### config.mk
export PLATFORM = sky130hd
export DESIGN_NAME = qar_readout
export DESIGN_NICKNAME = d
export VERILOG_FILES = /design/src/design/qar_pkg.sv /design/src/design/qar_buf2.sv /design/src/design/qar_readout.sv
export SDC_FILE = /design/constraint.sdc
export NUM_CORES = 1
export LEC_CHECK = 0
export BUFFER_PORTS_ARGS = -buffer_cell sky130_fd_sc_hd__buf_4
export CAP_MARGIN = 20
export CORE_MARGIN = 4
export CORE_UTILIZATION = 33
export DETAILED_ROUTE_END_ITERATION = 8
export SYNTH_ARGS = -nofsm -noshare
export SYNTH_HDL_FRONTEND = slang
export SYNTH_SLANG_ARGS = --single-unit
### constraint.sdc
create_clock -name clock_i -period 11.6 [get_ports clock_i]
set_clock_uncertainty 0.15 [all_clocks]
set_input_delay 0.58 -clock clock_i [delete_from_list [all_inputs] [get_ports clock_i]]
set_output_delay 0.58 -clock clock_i [all_outputs]
set_load 0.1 [all_outputs]
### src/design/qar_pkg.sv
/*
 * constants and types shared by the quad converter readout block.
 * assumes a single 100 MHz system clock and no register bus.
 */
package qar_pkg;
    // ------------------------------------------------------------------
    // widths and counts
    // ------------------------------------------------------------------
    localparam int NUM_CH      = 4;
    localparam int RES_BITS    = 16;
    localparam int CNT_W       = 5;
    localparam logic [CNT_W-1:0] SHIFT_EDGES = 5'h10;
    localparam logic [CNT_W-1:0] CNT_ZERO    = 5'h00;
    localparam logic [CNT_W-1:0] CNT_ONE     = 5'h01;
    localparam int CLK_MHZ     = 100;
    // conversion time in ns and its cycle count (longest, rounded down)
    localparam int CONV_NS     = 300;
    localparam int CONV_CYC    = (CONV_NS * CLK_MHZ) / 1000;
    localparam int CONV_W      = 8;
    localparam logic [CONV_W-1:0] CONV_CYCLES = CONV_W'(CONV_CYC);
    localparam logic [CONV_W-1:0] CONV_ZERO   = 8'h00;
    localparam logic [CONV_W-1:0] CONV_ONE    = 8'h01;
    localparam logic [RES_BITS-1:0] RES_ZERO  = 16'h0000;
    localparam logic [RES_BITS-1:0] RES_ONE   = 16'h0001;

    // ------------------------------------------------------------------
    // signalling select coding
    // ------------------------------------------------------------------
    typedef enum logic [1:0] {
        QAR_IO_CMOS,
        QAR_IO_LVDS,
        QAR_IO_LP_LVDS
    } qar_io_mode_t;

    typedef enum logic [1:0] {
        QAR_ACQUIRE,
        QAR_CONVERT,
        QAR_READOUT
    } qar_state_t;
endpackage

### src/design/qar_buf2.sv
/*
 * two-entry valid/ready buffer on the result path.
 * assumes both sides on clock_i; synchronous active-low reset.
 */
`timescale 1ns/1ps
module qar_buf2
    import qar_pkg::*;
#(
    parameter int WIDTH = 64,
    parameter int DEPTH = 2
) (
    input  wire logic             clock_i,
    input  wire logic             resetn_i,
    input  wire logic [WIDTH-1:0] in_data_i,
    input  wire logic             in_valid_i,
    output logic                  in_ready_o,
    output logic      [WIDTH-1:0] out_data_o,
    output logic                  out_valid_o,
    input  wire logic             out_ready_i
);
    logic [WIDTH-1:0] mem [DEPTH];
    logic             wr_ptr;
    logic             rd_ptr;
    logic [1:0]       count;
    logic             push;
    logic             pop;

    assign in_ready_o  = (count != 2'h2);
    assign out_valid_o = (count != 2'h0);
    assign push        = in_valid_i && in_ready_o;
    assign pop         = out_valid_o && out_ready_i;
    assign out_data_o  = mem[rd_ptr];

    always_ff @(posedge clock_i) begin
        if (!resetn_i) begin
            wr_ptr <= 1'b0;
            rd_ptr <= 1'b0;
            count  <= 2'h0;
        end else begin
            if (push) begin
                wr_ptr <= ~wr_ptr;
            end
            if (pop) begin
                rd_ptr <= ~rd_ptr;
            end
            count <= count + 2'(push) - 2'(pop);
        end
    end

    always_ff @(posedge clock_i) begin
        if (push) begin
            mem[wr_ptr] <= in_data_i;
        end
    end
endmodule

### src/design/qar_readout.sv
/*
 * digital control and serial readout of a four-channel converter.
 * assumes strobe, shift clock and mode pins arrive asynchronously
 * and are sampled by clock_i; results come from the analog core as
 * a valid/ready word of four 16-bit two's complement codes.
 */
`timescale 1ns/1ps
// Summary of operation
// - strobe high keeps all channels acquiring
// - strobe low starts conversion, results then available
// - rate low: shift on falling edges only
// - rate high: shift on both edges
// - msb first, sixteen edges per result
// - cmos: four single-ended lanes in parallel
// - lvds: channels on pairs a to d
// - echo clock copies shift clock, delayed
// - disable high stops echo clock
// - select low cmos, high lvds, float low-power
// - strobe behaviour independent of signalling select
// - ref buffer enable low turns buffers off
// - results are two's complement
module qar_readout
    import qar_pkg::*;
(
    input  wire logic                 clock_i,
    input  wire logic                 resetn_i,
    input  wire logic                 sample_convert_strobe_i,
    input  wire logic                 shift_clock_i,
    input  wire logic                 rate_select_i,
    input  wire logic                 echo_clock_disable_i,
    input  wire logic                 io_select_high_i,
    input  wire logic                 io_select_float_i,
    input  wire logic                 ref_buffer_enable_i,
    input  wire logic [RES_BITS-1:0]  core_result_i [NUM_CH],
    input  wire logic                 core_valid_i,
    output logic                      core_ready_o,
    output logic                      acquire_o,
    output logic                      convert_start_o,
    output logic [NUM_CH-1:0]         ref_buffer_on_o,
    output qar_io_mode_t              io_mode_o,
    output logic [NUM_CH-1:0]         cmos_lane_o,
    output logic [NUM_CH-1:0]         lane_pair_p_o,
    output logic [NUM_CH-1:0]         lane_pair_n_o,
    output logic                      lvds_low_power_o,
    output logic                      echo_clock_out_o,
    output logic                      echo_clock_out_n_o,
    output logic                      results_ready_o
);
    import qar_pkg::*;

    // ------------------------------------------------------------------
    // input synchronisers
    // ------------------------------------------------------------------
    logic [6:0] meta;
    logic [6:0] sync;
    logic       strobe_s;
    logic       sck_s;
    logic       rate_s;
    logic       echo_dis_s;
    logic       sel_hi_s;
    logic       sel_fl_s;
    logic       refen_s;

    always_ff @(posedge clock_i) begin
        if (!resetn_i) begin
            meta <= 7'h7F;
            sync <= 7'h7F;
        end else begin
            meta <= {sample_convert_strobe_i, shift_clock_i, rate_select_i,
                     echo_clock_disable_i, io_select_high_i,
                     io_select_float_i, ref_buffer_enable_i};
            sync <= meta;
        end
    end

    assign strobe_s   = sync[6];
    assign sck_s      = sync[5];
    assign rate_s     = sync[4];
    assign echo_dis_s = sync[3];
    assign sel_hi_s   = sync[2];
    assign sel_fl_s   = sync[1];
    assign refen_s    = sync[0];

    // ------------------------------------------------------------------
    // edge detection
    // ------------------------------------------------------------------
    logic strobe_d;
    logic sck_d;
    logic strobe_fall;
    logic sck_rise;
    logic sck_fall;
    logic shift_edge;

    always_ff @(posedge clock_i) begin
        if (!resetn_i) begin
            // both match the synchroniser reset so no false edge follows
            strobe_d <= 1'b1;
            sck_d    <= 1'b1;
        end else begin
            strobe_d <= strobe_s;
            sck_d    <= sck_s;
        end
    end

    assign strobe_fall = strobe_d && !strobe_s;
    assign sck_rise    = !sck_d && sck_s;
    assign sck_fall    = sck_d && !sck_s;
    // falling only in single rate, both edges in double rate
    assign shift_edge  = rate_s ? (sck_rise || sck_fall)
                                : sck_fall;

    // ------------------------------------------------------------------
    // mode decode, static pins
    // ------------------------------------------------------------------
    always_ff @(posedge clock_i) begin
        if (!resetn_i) begin
            io_mode_o       <= QAR_IO_CMOS;
            ref_buffer_on_o <= '1;
        end else begin
            // float detection is a pin-level matter outside this logic
            if (sel_fl_s) begin
                io_mode_o <= QAR_IO_LP_LVDS;
            end else if (sel_hi_s) begin
                io_mode_o <= QAR_IO_LVDS;
            end else begin
                io_mode_o <= QAR_IO_CMOS;
            end
            ref_buffer_on_o <= {NUM_CH{refen_s}};
        end
    end

    assign lvds_low_power_o = (io_mode_o == QAR_IO_LP_LVDS);

    // ------------------------------------------------------------------
    // phase sequencer
    // ------------------------------------------------------------------
    qar_state_t        state;
    logic [CONV_W-1:0] conv_cnt;
    logic              res_valid;

    // strobe handling never looks at io_mode_o
    always_ff @(posedge clock_i) begin
        if (!resetn_i) begin
            state    <= QAR_ACQUIRE;
            conv_cnt <= CONV_ZERO;
        end else begin
            case (state)
                QAR_ACQUIRE: begin
                    if (strobe_fall) begin
                        state    <= QAR_CONVERT;
                        conv_cnt <= CONV_CYCLES;
                    end
                end
                QAR_CONVERT: begin
                    if (conv_cnt > CONV_ONE) begin
                        conv_cnt <= conv_cnt - CONV_ONE;
                    end else if (res_valid) begin
                        state <= QAR_READOUT;
                    end
                end
                QAR_READOUT: begin
                    if (strobe_s) begin
                        state <= QAR_ACQUIRE;
                    end
                end
                default: begin
                    state <= QAR_ACQUIRE;
                end
            endcase
        end
    end

    assign acquire_o = (state == QAR_ACQUIRE) && strobe_s;

    always_ff @(posedge clock_i) begin
        if (!resetn_i) begin
            convert_start_o <= 1'b0;
        end else begin
            convert_start_o <= (state == QAR_ACQUIRE) && strobe_fall;
        end
    end

    // ------------------------------------------------------------------
    // result buffer: a stalled load keeps the word, none is lost
    // ------------------------------------------------------------------
    localparam int WORD_W = NUM_CH * RES_BITS;
    logic [WORD_W-1:0] core_word;
    logic [WORD_W-1:0] res_word;
    logic              res_take;

    assign res_take = (state == QAR_CONVERT) && (conv_cnt <= CONV_ONE);

    qar_buf2 #(
        .WIDTH (WORD_W),
        .DEPTH (2)
    ) u_buf (
        .clock_i     (clock_i),
        .resetn_i    (resetn_i),
        .in_data_i   (core_word),
        .in_valid_i  (core_valid_i),
        .in_ready_o  (core_ready_o),
        .out_data_o  (res_word),
        .out_valid_o (res_valid),
        .out_ready_i (res_take)
    );

    // ------------------------------------------------------------------
    // per-channel shift registers
    // ------------------------------------------------------------------
    logic [CNT_W-1:0] edge_cnt;

    generate
        for (genvar ch = 0; ch < NUM_CH; ch++) begin : g_ch
            logic [RES_BITS-1:0] shreg;

            assign core_word[ch*RES_BITS +: RES_BITS] = core_result_i[ch];

            // codes pass untouched: the core delivers two's complement
            always_ff @(posedge clock_i) begin
                if (!resetn_i) begin
                    shreg <= RES_ZERO;
                end else if (res_take && res_valid) begin
                    shreg <= res_word[ch*RES_BITS +: RES_BITS];
                end else if (state == QAR_READOUT && shift_edge
                             && edge_cnt != CNT_ZERO) begin
                    shreg <= {shreg[RES_BITS-2:0], 1'b0};
                end
            end

            // msb is always on the lane; each edge brings the next bit
            always_ff @(posedge clock_i) begin
                if (!resetn_i) begin
                    cmos_lane_o[ch]   <= 1'b0;
                    lane_pair_p_o[ch] <= 1'b0;
                    lane_pair_n_o[ch] <= 1'b1;
                end else begin
                    cmos_lane_o[ch] <= (io_mode_o == QAR_IO_CMOS)
                                       && shreg[RES_BITS-1];
                    lane_pair_p_o[ch] <= (io_mode_o != QAR_IO_CMOS)
                                         && shreg[RES_BITS-1];
                    lane_pair_n_o[ch] <= !((io_mode_o != QAR_IO_CMOS)
                                         && shreg[RES_BITS-1]);
                end
            end
        end
    endgenerate

    // sixteen edges read one result in either rate
    always_ff @(posedge clock_i) begin
        if (!resetn_i) begin
            edge_cnt <= CNT_ZERO;
        end else if (res_take && res_valid) begin
            edge_cnt <= SHIFT_EDGES;
        end else if (state == QAR_READOUT && shift_edge
                     && edge_cnt != CNT_ZERO) begin
            edge_cnt <= edge_cnt - CNT_ONE;
        end
    end

    assign results_ready_o = (state == QAR_READOUT)
                             && (edge_cnt != CNT_ZERO);

    // ------------------------------------------------------------------
    // echo clock: delayed copy of the shift clock
    // ------------------------------------------------------------------
    // the delay is the synchroniser plus one flop; the lanes change one clock later,
    // so a host must let data settle after it before capturing (host side duty)
    always_ff @(posedge clock_i) begin
        if (!resetn_i) begin
            echo_clock_out_o   <= 1'b0;
            echo_clock_out_n_o <= 1'b1;
        end else if (echo_dis_s) begin
            echo_clock_out_o   <= 1'b0;
            echo_clock_out_n_o <= (io_mode_o != QAR_IO_CMOS);
        end else begin
            echo_clock_out_o   <= sck_s;
            echo_clock_out_n_o <= !sck_s;
        end
    end
endmodule

**Word level (Yosys, flattened, before mapping)**

Memory sizes are Yosys's and may differ from the RTL's. A register that Yosys moved wholly into a read port is not among the register bits.
Index checks and enable logic that the tools add are counted.

- Multipliers: 0
- Reductions and logical operators: 39
- Muxes and demuxes: 26
- Equality and inequality tests: 9
- Bitwise logic cells: 3
- Magnitude comparators: 2
- Shifts and indexed selects: 0
- Div/mod/pow operators: 0
- $add $sub $neg: 4

Operator list:

| operator | number |
|---|---|
| 2-to-1 mux 16 bit | 8 |
| logical AND 1 bit | 19 |
| 2-to-1 mux 8 bit | 2 |
| case mux 8 bit (2 select lines) | 1 |
| 2-to-1 mux 2 bit | 5 |
| 2-to-1 mux 5 bit | 2 |
| != test 2 bit (second input constant) | 5 |
| > comparator 8 x 1 -> 1 bit (second input constant) | 1 |
| <= comparator 8 x 1 -> 1 bit (second input constant) | 1 |
| nonzero test 2 bit | 4 |
| subtractor 8 x 1 -> 8 bit (second input constant) | 1 |
| logical NOT 1 bit | 7 |
| 2-to-1 mux 1 bit | 7 |
| case mux 2 bit (3 select lines) | 1 |
| OR reduction 2 bit | 3 |
| nonzero test 5 bit | 1 |
| subtractor 5 x 1 -> 5 bit (second input constant) | 1 |
| == test 2 bit (second input constant) | 2 |
| logical NOT 2 bit | 2 |
| AND reduction 4 bit | 1 |
| NOT 1 bit | 3 |
| AND reduction 3 bit | 1 |
| adder 2 x 1 -> 2 bit | 1 |
| == test 2 x 1 -> 1 bit (second input constant) | 1 |
| 3 further kinds | 3 |

- Bits in registers: 117
- Memories: 1
- Memory bits (read-only): 0
- RAM bits: 128
- Bits in latches: 0
- Logic and storage cells: 117

Memories:

| name | depth | width | read ports | clocked after Yosys merged registers in | write ports | line | source |
|---|---|---|---|---|---|---|---|
| u_buf.mem | 2 | 64 | 1 | 1 | 1 | qar_buf2.sv:21 | `logic [WIDTH-1:0] mem [DEPTH];` |

**Longest topological paths before layout**

- Depth after elaboration: 8
- Depth in mapped cells: 13

**Cells and area by module**

Synthesis repeated with hierarchy kept, for this count alone.

- Cell total of the unflattened synthesis: 698
- Area, all modules: 9678.0 µm²

By module, submodules not included:

| module | cells an instance | area an instance (µm²) | times used |
|---|---|---|---|
| qar_buf2 | 223 | 5154.9 | 1 |
| qar_readout | 475 | 4523.1 | 1 |

**Least setup slack after synthesis**

Ideal clock, no wire load.

- Kind: reg2reg
- Start point: register u_buf.count[0]
- End point: memory u_buf.mem[0][0] (enable)
- Data required time: 10.963 ns
- Period minus slack after synthesis: 4.748 ns
- Setup slack: 6.852 ns
- Setup time: 0.487 ns
- Arrival time: 4.111 ns
- Stages on the path, launching flop included: 4
- Cells stage by stage: dfxtp_1 -> nand2b_1 -> nand2_1 -> nor2_1

- Longest elaborated chain between the ends: 4

RTL lines:

| what | line | source |
|---|---|---|
| from (decl) | qar_buf2.sv:24 | `logic [1:0] count;` |
| from (signal assigned) | qar_buf2.sv:46 | `count <= count + 2'(push) - 2'(pop);` |
| != test 2 bit | qar_buf2.sv:28 | `assign in_ready_o = (count != 2'h2);` |
| via core_ready_o | qar_readout.sv:36 | `output logic core_ready_o,` |
| logical AND 1 bit | qar_buf2.sv:30 | `assign push = in_valid_i && in_ready_o;` |
| 2-to-1 mux 1 bit | qar_buf2.sv:51 | `if (push) begin` |
| 2-to-1 mux 1 bit (implied by the code) | qar_buf2.sv:52 | `mem[wr_ptr] <= in_data_i;` |
| to (decl) | qar_buf2.sv:21 |  |

The timed path passes the listed nets, and every way through them passes these cells.

**Worst setup path in the final report**

- Start point: register state[0]
- End point: register u_buf.count[1]

- Longest elaborated chain between the ends: 4

RTL lines:

| what | line | source |
|---|---|---|
| from (decl) | qar_readout.sv:137 | `qar_state_t state;` |
| from (signal assigned) | qar_readout.sv:144 | `state <= QAR_ACQUIRE;` |
| from (signal assigned) | qar_readout.sv:150 | `state <= QAR_CONVERT;` |
| from (signal assigned) | qar_readout.sv:158 | `state <= QAR_READOUT;` |
| == test 2 x 1 -> 1 bit | qar_readout.sv:191 | `assign res_take = (state == QAR_CONVERT) && (conv_cnt <= CONV_ONE);` |
| logical AND 1 bit | qar_readout.sv:191 |  |
| logical AND 1 bit | qar_buf2.sv:31 | `assign pop = out_valid_o && out_ready_i;` |
| via u_buf.pop | qar_buf2.sv:26 | `logic pop;` |
| subtractor 2 x 1 -> 2 bit | qar_buf2.sv:46 |  |

The timed path passes the listed nets, and every way through them passes these cells.
A chain may end at the register's enable or synchronous reset.

==> run_results.csv <==
group,metric,value,unit
status,status,"complete, no violations",
timing,hold_viol,0,
clocking,clk_pin_slew,0.07,ns
pwr,peakVddDrop,0.0919,mV
synth,synth-edff-count,128,
pwr,p_sw_share,23.6,%
routing,firstDrtPassIters,4,
routing,antenna_left,0,
grt,grt_usage,13.0,%
placement,postPlaceCellArea,0.0104,mm2
timing,max_slew_margin,34.5,%
grt,grt_overflow_total,0,
grt,grt_pass1_wl,33300,um
timing,layout_worst_path_cycle_share,25.0,%
placement,dp_cells,1184,
finish,nFillCells,2656,
grt,grt_pass1_vias,6212,
job,maxCapViolations,0,
finish,seq_area,0.00621,mm2
worst_setup_path,cp.arrival,3.15,ns
timing,layout_setup_ws,8.70,ns
floorplanning,fp-row-count,61,
timing,worst_pin_slew,0.980,ns
pwr,netSwitchingPower,481,uW
placement,globalplace.congestion,0.747,
finish,fin_nets,916,
synth,yosys_warnings,0,
clocking,clock-root-buffer,"clkbuf_16",
routing,via_per_inst,4.94,
routing,wl_per_cell,16.6,um
synth,synth_area_per_cell,12.4,um2
clocking,cts.sinks,246,
clocking,post_cts_resize_count,0,
synth,synth_area,0.00945,mm2
placement,dp_slack,8.75,ns
synth,ys_seq_area_share,65.7,%
pwr,powerDensity,180,mW/mm2
floorplanning,initial_core_util,33.7,%
clocking,cts_tree,"built",
clocking,clk_path_buf_depth,3,
placement,portBuffers,98,
synth,synth_top_area_cell,"edfxtp_1",
pwr,design_power_total,2040,uW
synth,synth_top_area_share,40.7,%
pwr,p_leak,0.00384,uW
synth,synth_seq_cells,246,
routing,top_layer_used,"met5",
finish,stdcell_count,1234,
finish,syn2layout_area_growth,19.9,%
pwr,combinationalPowerShare,9.0,%
timing,setup_viol,0,
routing,wl_met3,1140,um
finish,multi_input_area,0.00288,mm2
routing,wl_met1,9680,um
worst_hold_path,hold_class,"input port to register",
timing,tns,0,ns
worst_setup_path,crit_fanout,68,
synth,synth_cell_types,51,
routing,routed_wl,20500,um
routing,dr_total_vias,6090,
floorplanning,die_height,177,um
pwr,intPower,1560,uW
clocking,postCtsSetupBuffers,0,
routing,drt_iter0_drc,380,
grt,grt_max_degree,79,
worst_setup_path,crit_path_end_kind,"register",
synth,ys_async_sr_fraction,0,%
grt,antenna_found_initial,1,
timing,slew_violations,0,
finish,drive_gt1_share,19.4,%
synth,syn_inst,762,
timing,fmax,345,MHz
floorplanning,dieWidth,177,um
synth,ys.flop_type,"edfxtp_1",
clocking,cts_hold_buffers,0,
synth,syn_nets,843,
timing,rsz0062_at_grt,"false",
finish,diodes,0,
worst_setup_path,worstPathRequired,11.85,ns
floorplanning,io_pins,99,
pwr,seqPwrFrac,49.5,%
routing,drc,0,
routing,met2_length,9160,um
clocking,cts_made_buffers,27,
finish,final_area,0.0113,mm2
timing,finalCriticalPeriod,2.90,ns
pwr,pwr-share-clk,41.6,%
worst_setup_path,path_class,"register to register",
clocking,clk_latency,0.54,ns
floorplanning,core_region_area,0.0280,mm2
placement,hpwl,11300,um
synth,synth_area_leaders,"edfxtp_1, dfxtp_1, a311oi_1",
clocking,htree_levels,1,
floorplanning,dieArea,0.0314,mm2
worst_setup_path,cp-start-kind,"register",
metal layers:
layer / up-vias / global-route usage, %
met1: 2920 / 17.9
li1: 2994 / -
met2: 135 / 20.8
met5: - / 0
met4: 2 / 4.03
met3: 39 / 2.61
sequential cells by signal, indices dropped and copies added, names as in the netlist, 2 cells and up, named ones only:
signal	count
io_mode_o	2
u_buf.mem	128
edge_cnt	5
sync	7
cmos_lane_o	4
meta	7
g_ch.shreg	64
state	2
conv_cnt	8
lane_pair_p_o	4
lane_pair_n_o	4
u_buf.count	2
power groups by stage:
stage | sequential [uW] | combinational, uW | clock (uW)
after floorplan | 1030 | 113 | 0
after global placement | 1020 | 183 | 0
after detailed placement | 1020 | 185 | 0
after CTS | 1010 | 186 | 872
after global routing | 1010 | 201 | 905
final | 1010 | 182 | 847
cell type report:
class                      count  share of cell area (%)
multi-input combinational    439                    25.4
clock inverter                 4                   0.243
timing repair buffer         106                    7.13
inverter                      15                   0.497
clock buffer                  46                    7.69
sequential                   246                    54.8
tap                          378                    4.17
cell usage after synthesis (2+ instances only):
| cell type | number |
|---|---|
| a2bb2oi_1 | 4 |
| buf_6 | 8 |
| xnor2_1 | 2 |
| buf_2 | 15 |
| xor2_1 | 3 |
| a2111oi_1 | 5 |
| nor3b_1 | 2 |
| nor3_1 | 5 |
| a2111oi_0 | 55 |
| nand2b_1 | 18 |
| and3_1 | 5 |
| or2_2 | 2 |
| a21oi_1 | 8 |
| buf_4 | 5 |
| clkbuf_1 | 33 |
| and2_1 | 3 |
| edfxtp_1 | 128 |
| a31oi_1 | 2 |
| nand2_1 | 130 |
| o31ai_1 | 2 |
| a211oi_1 | 7 |
| dfxtp_1 | 118 |
| o21ai_0 | 8 |
| a311oi_1 | 59 |
| mux2i_1 | 6 |
| or3_1 | 7 |
| nor2_1 | 16 |
| nor2b_1 | 63 |
| inv_1 | 14 |
| a311oi_2 | 2 |
| ha_1 | 7 |
worst paths after layout:
check	from	endpoint	slack, ns	depth (start not counted)
min reg2reg	sync[0]$_SDFF_PN1_	ref_buffer_on_o[0]$_SDFF_PN1_	0.26	1
min	core_result_i[41]	u_buf.mem[1][25]$_DFFE_PP_	0.07	1
max	state[0]$_SDFFE_PN0P_	u_buf.count[1]$_SDFF_PN0_	8.70	11
max reg2reg	state[0]$_SDFFE_PN0P_	u_buf.count[1]$_SDFF_PN0_	8.70	11
worst max-delay path, stage by stage (launching register included):
cell     delay, ns
dfxtp_1       0.40
nor2b_1       0.40
nand2_2       0.08
buf_4         0.36
or2_2         0.39
inv_1         0.15
ha_1          0.25
inv_1         0.06
ha_1          0.15
xor2_1        0.17
xnor2_1       0.13
nor2_1        0.05
per-stage QoR:
step                hold WS [ns]  utilization, %
floorplan                  0.236               -
global placement           0.239            37.2
detailed placement         0.244            37.2
CTS                       0.0473            40.4
global route              0.0521            40.4
finish                    0.0734            40.4
layout by cell type (no fill, tap or decap), types with 2 or more instances in the layout:
master	n
nand2b_1	18
nor3_1	5
a2111oi_1	5
a311oi_2	2
clkbuf_1	8
clkinv_2	2
a21oi_1	8
nor2_1	15
xor2_1	3
clkbuf_16	29
o31ai_1	2
a2111oi_0	55
and3_1	4
edfxtp_1	128
mux2i_1	6
ha_1	7
clkbuf_8	8
inv_1	14
or3_1	7
inv_6	2
nand2_1	130
a211oi_1	7
a31oi_1	2
dfxtp_1	117
and2_1	3
or2_2	3
xnor2_1	2
nor3b_1	2
buf_4	105
nor2b_1	63
a311oi_1	59
a2bb2oi_1	4
o21ai_0	8
logic make-up (layout without fill, tap and decap cells):
kind of cell	Yosys count	count (layout)	share of synthesized area (%)
and+or+nand+nor	264	264	14.2
DFF	246	246	65.7
AOI/OAI and AO/OA	157	157	14.0
buffers and inverters	77	171	4.09
adders and majority gates	7	7	0.927
muxes	6	6	0.636
xor gates and xnor gates	5	5	0.463
No activity file was read; power rests on OpenSTA's default activity.
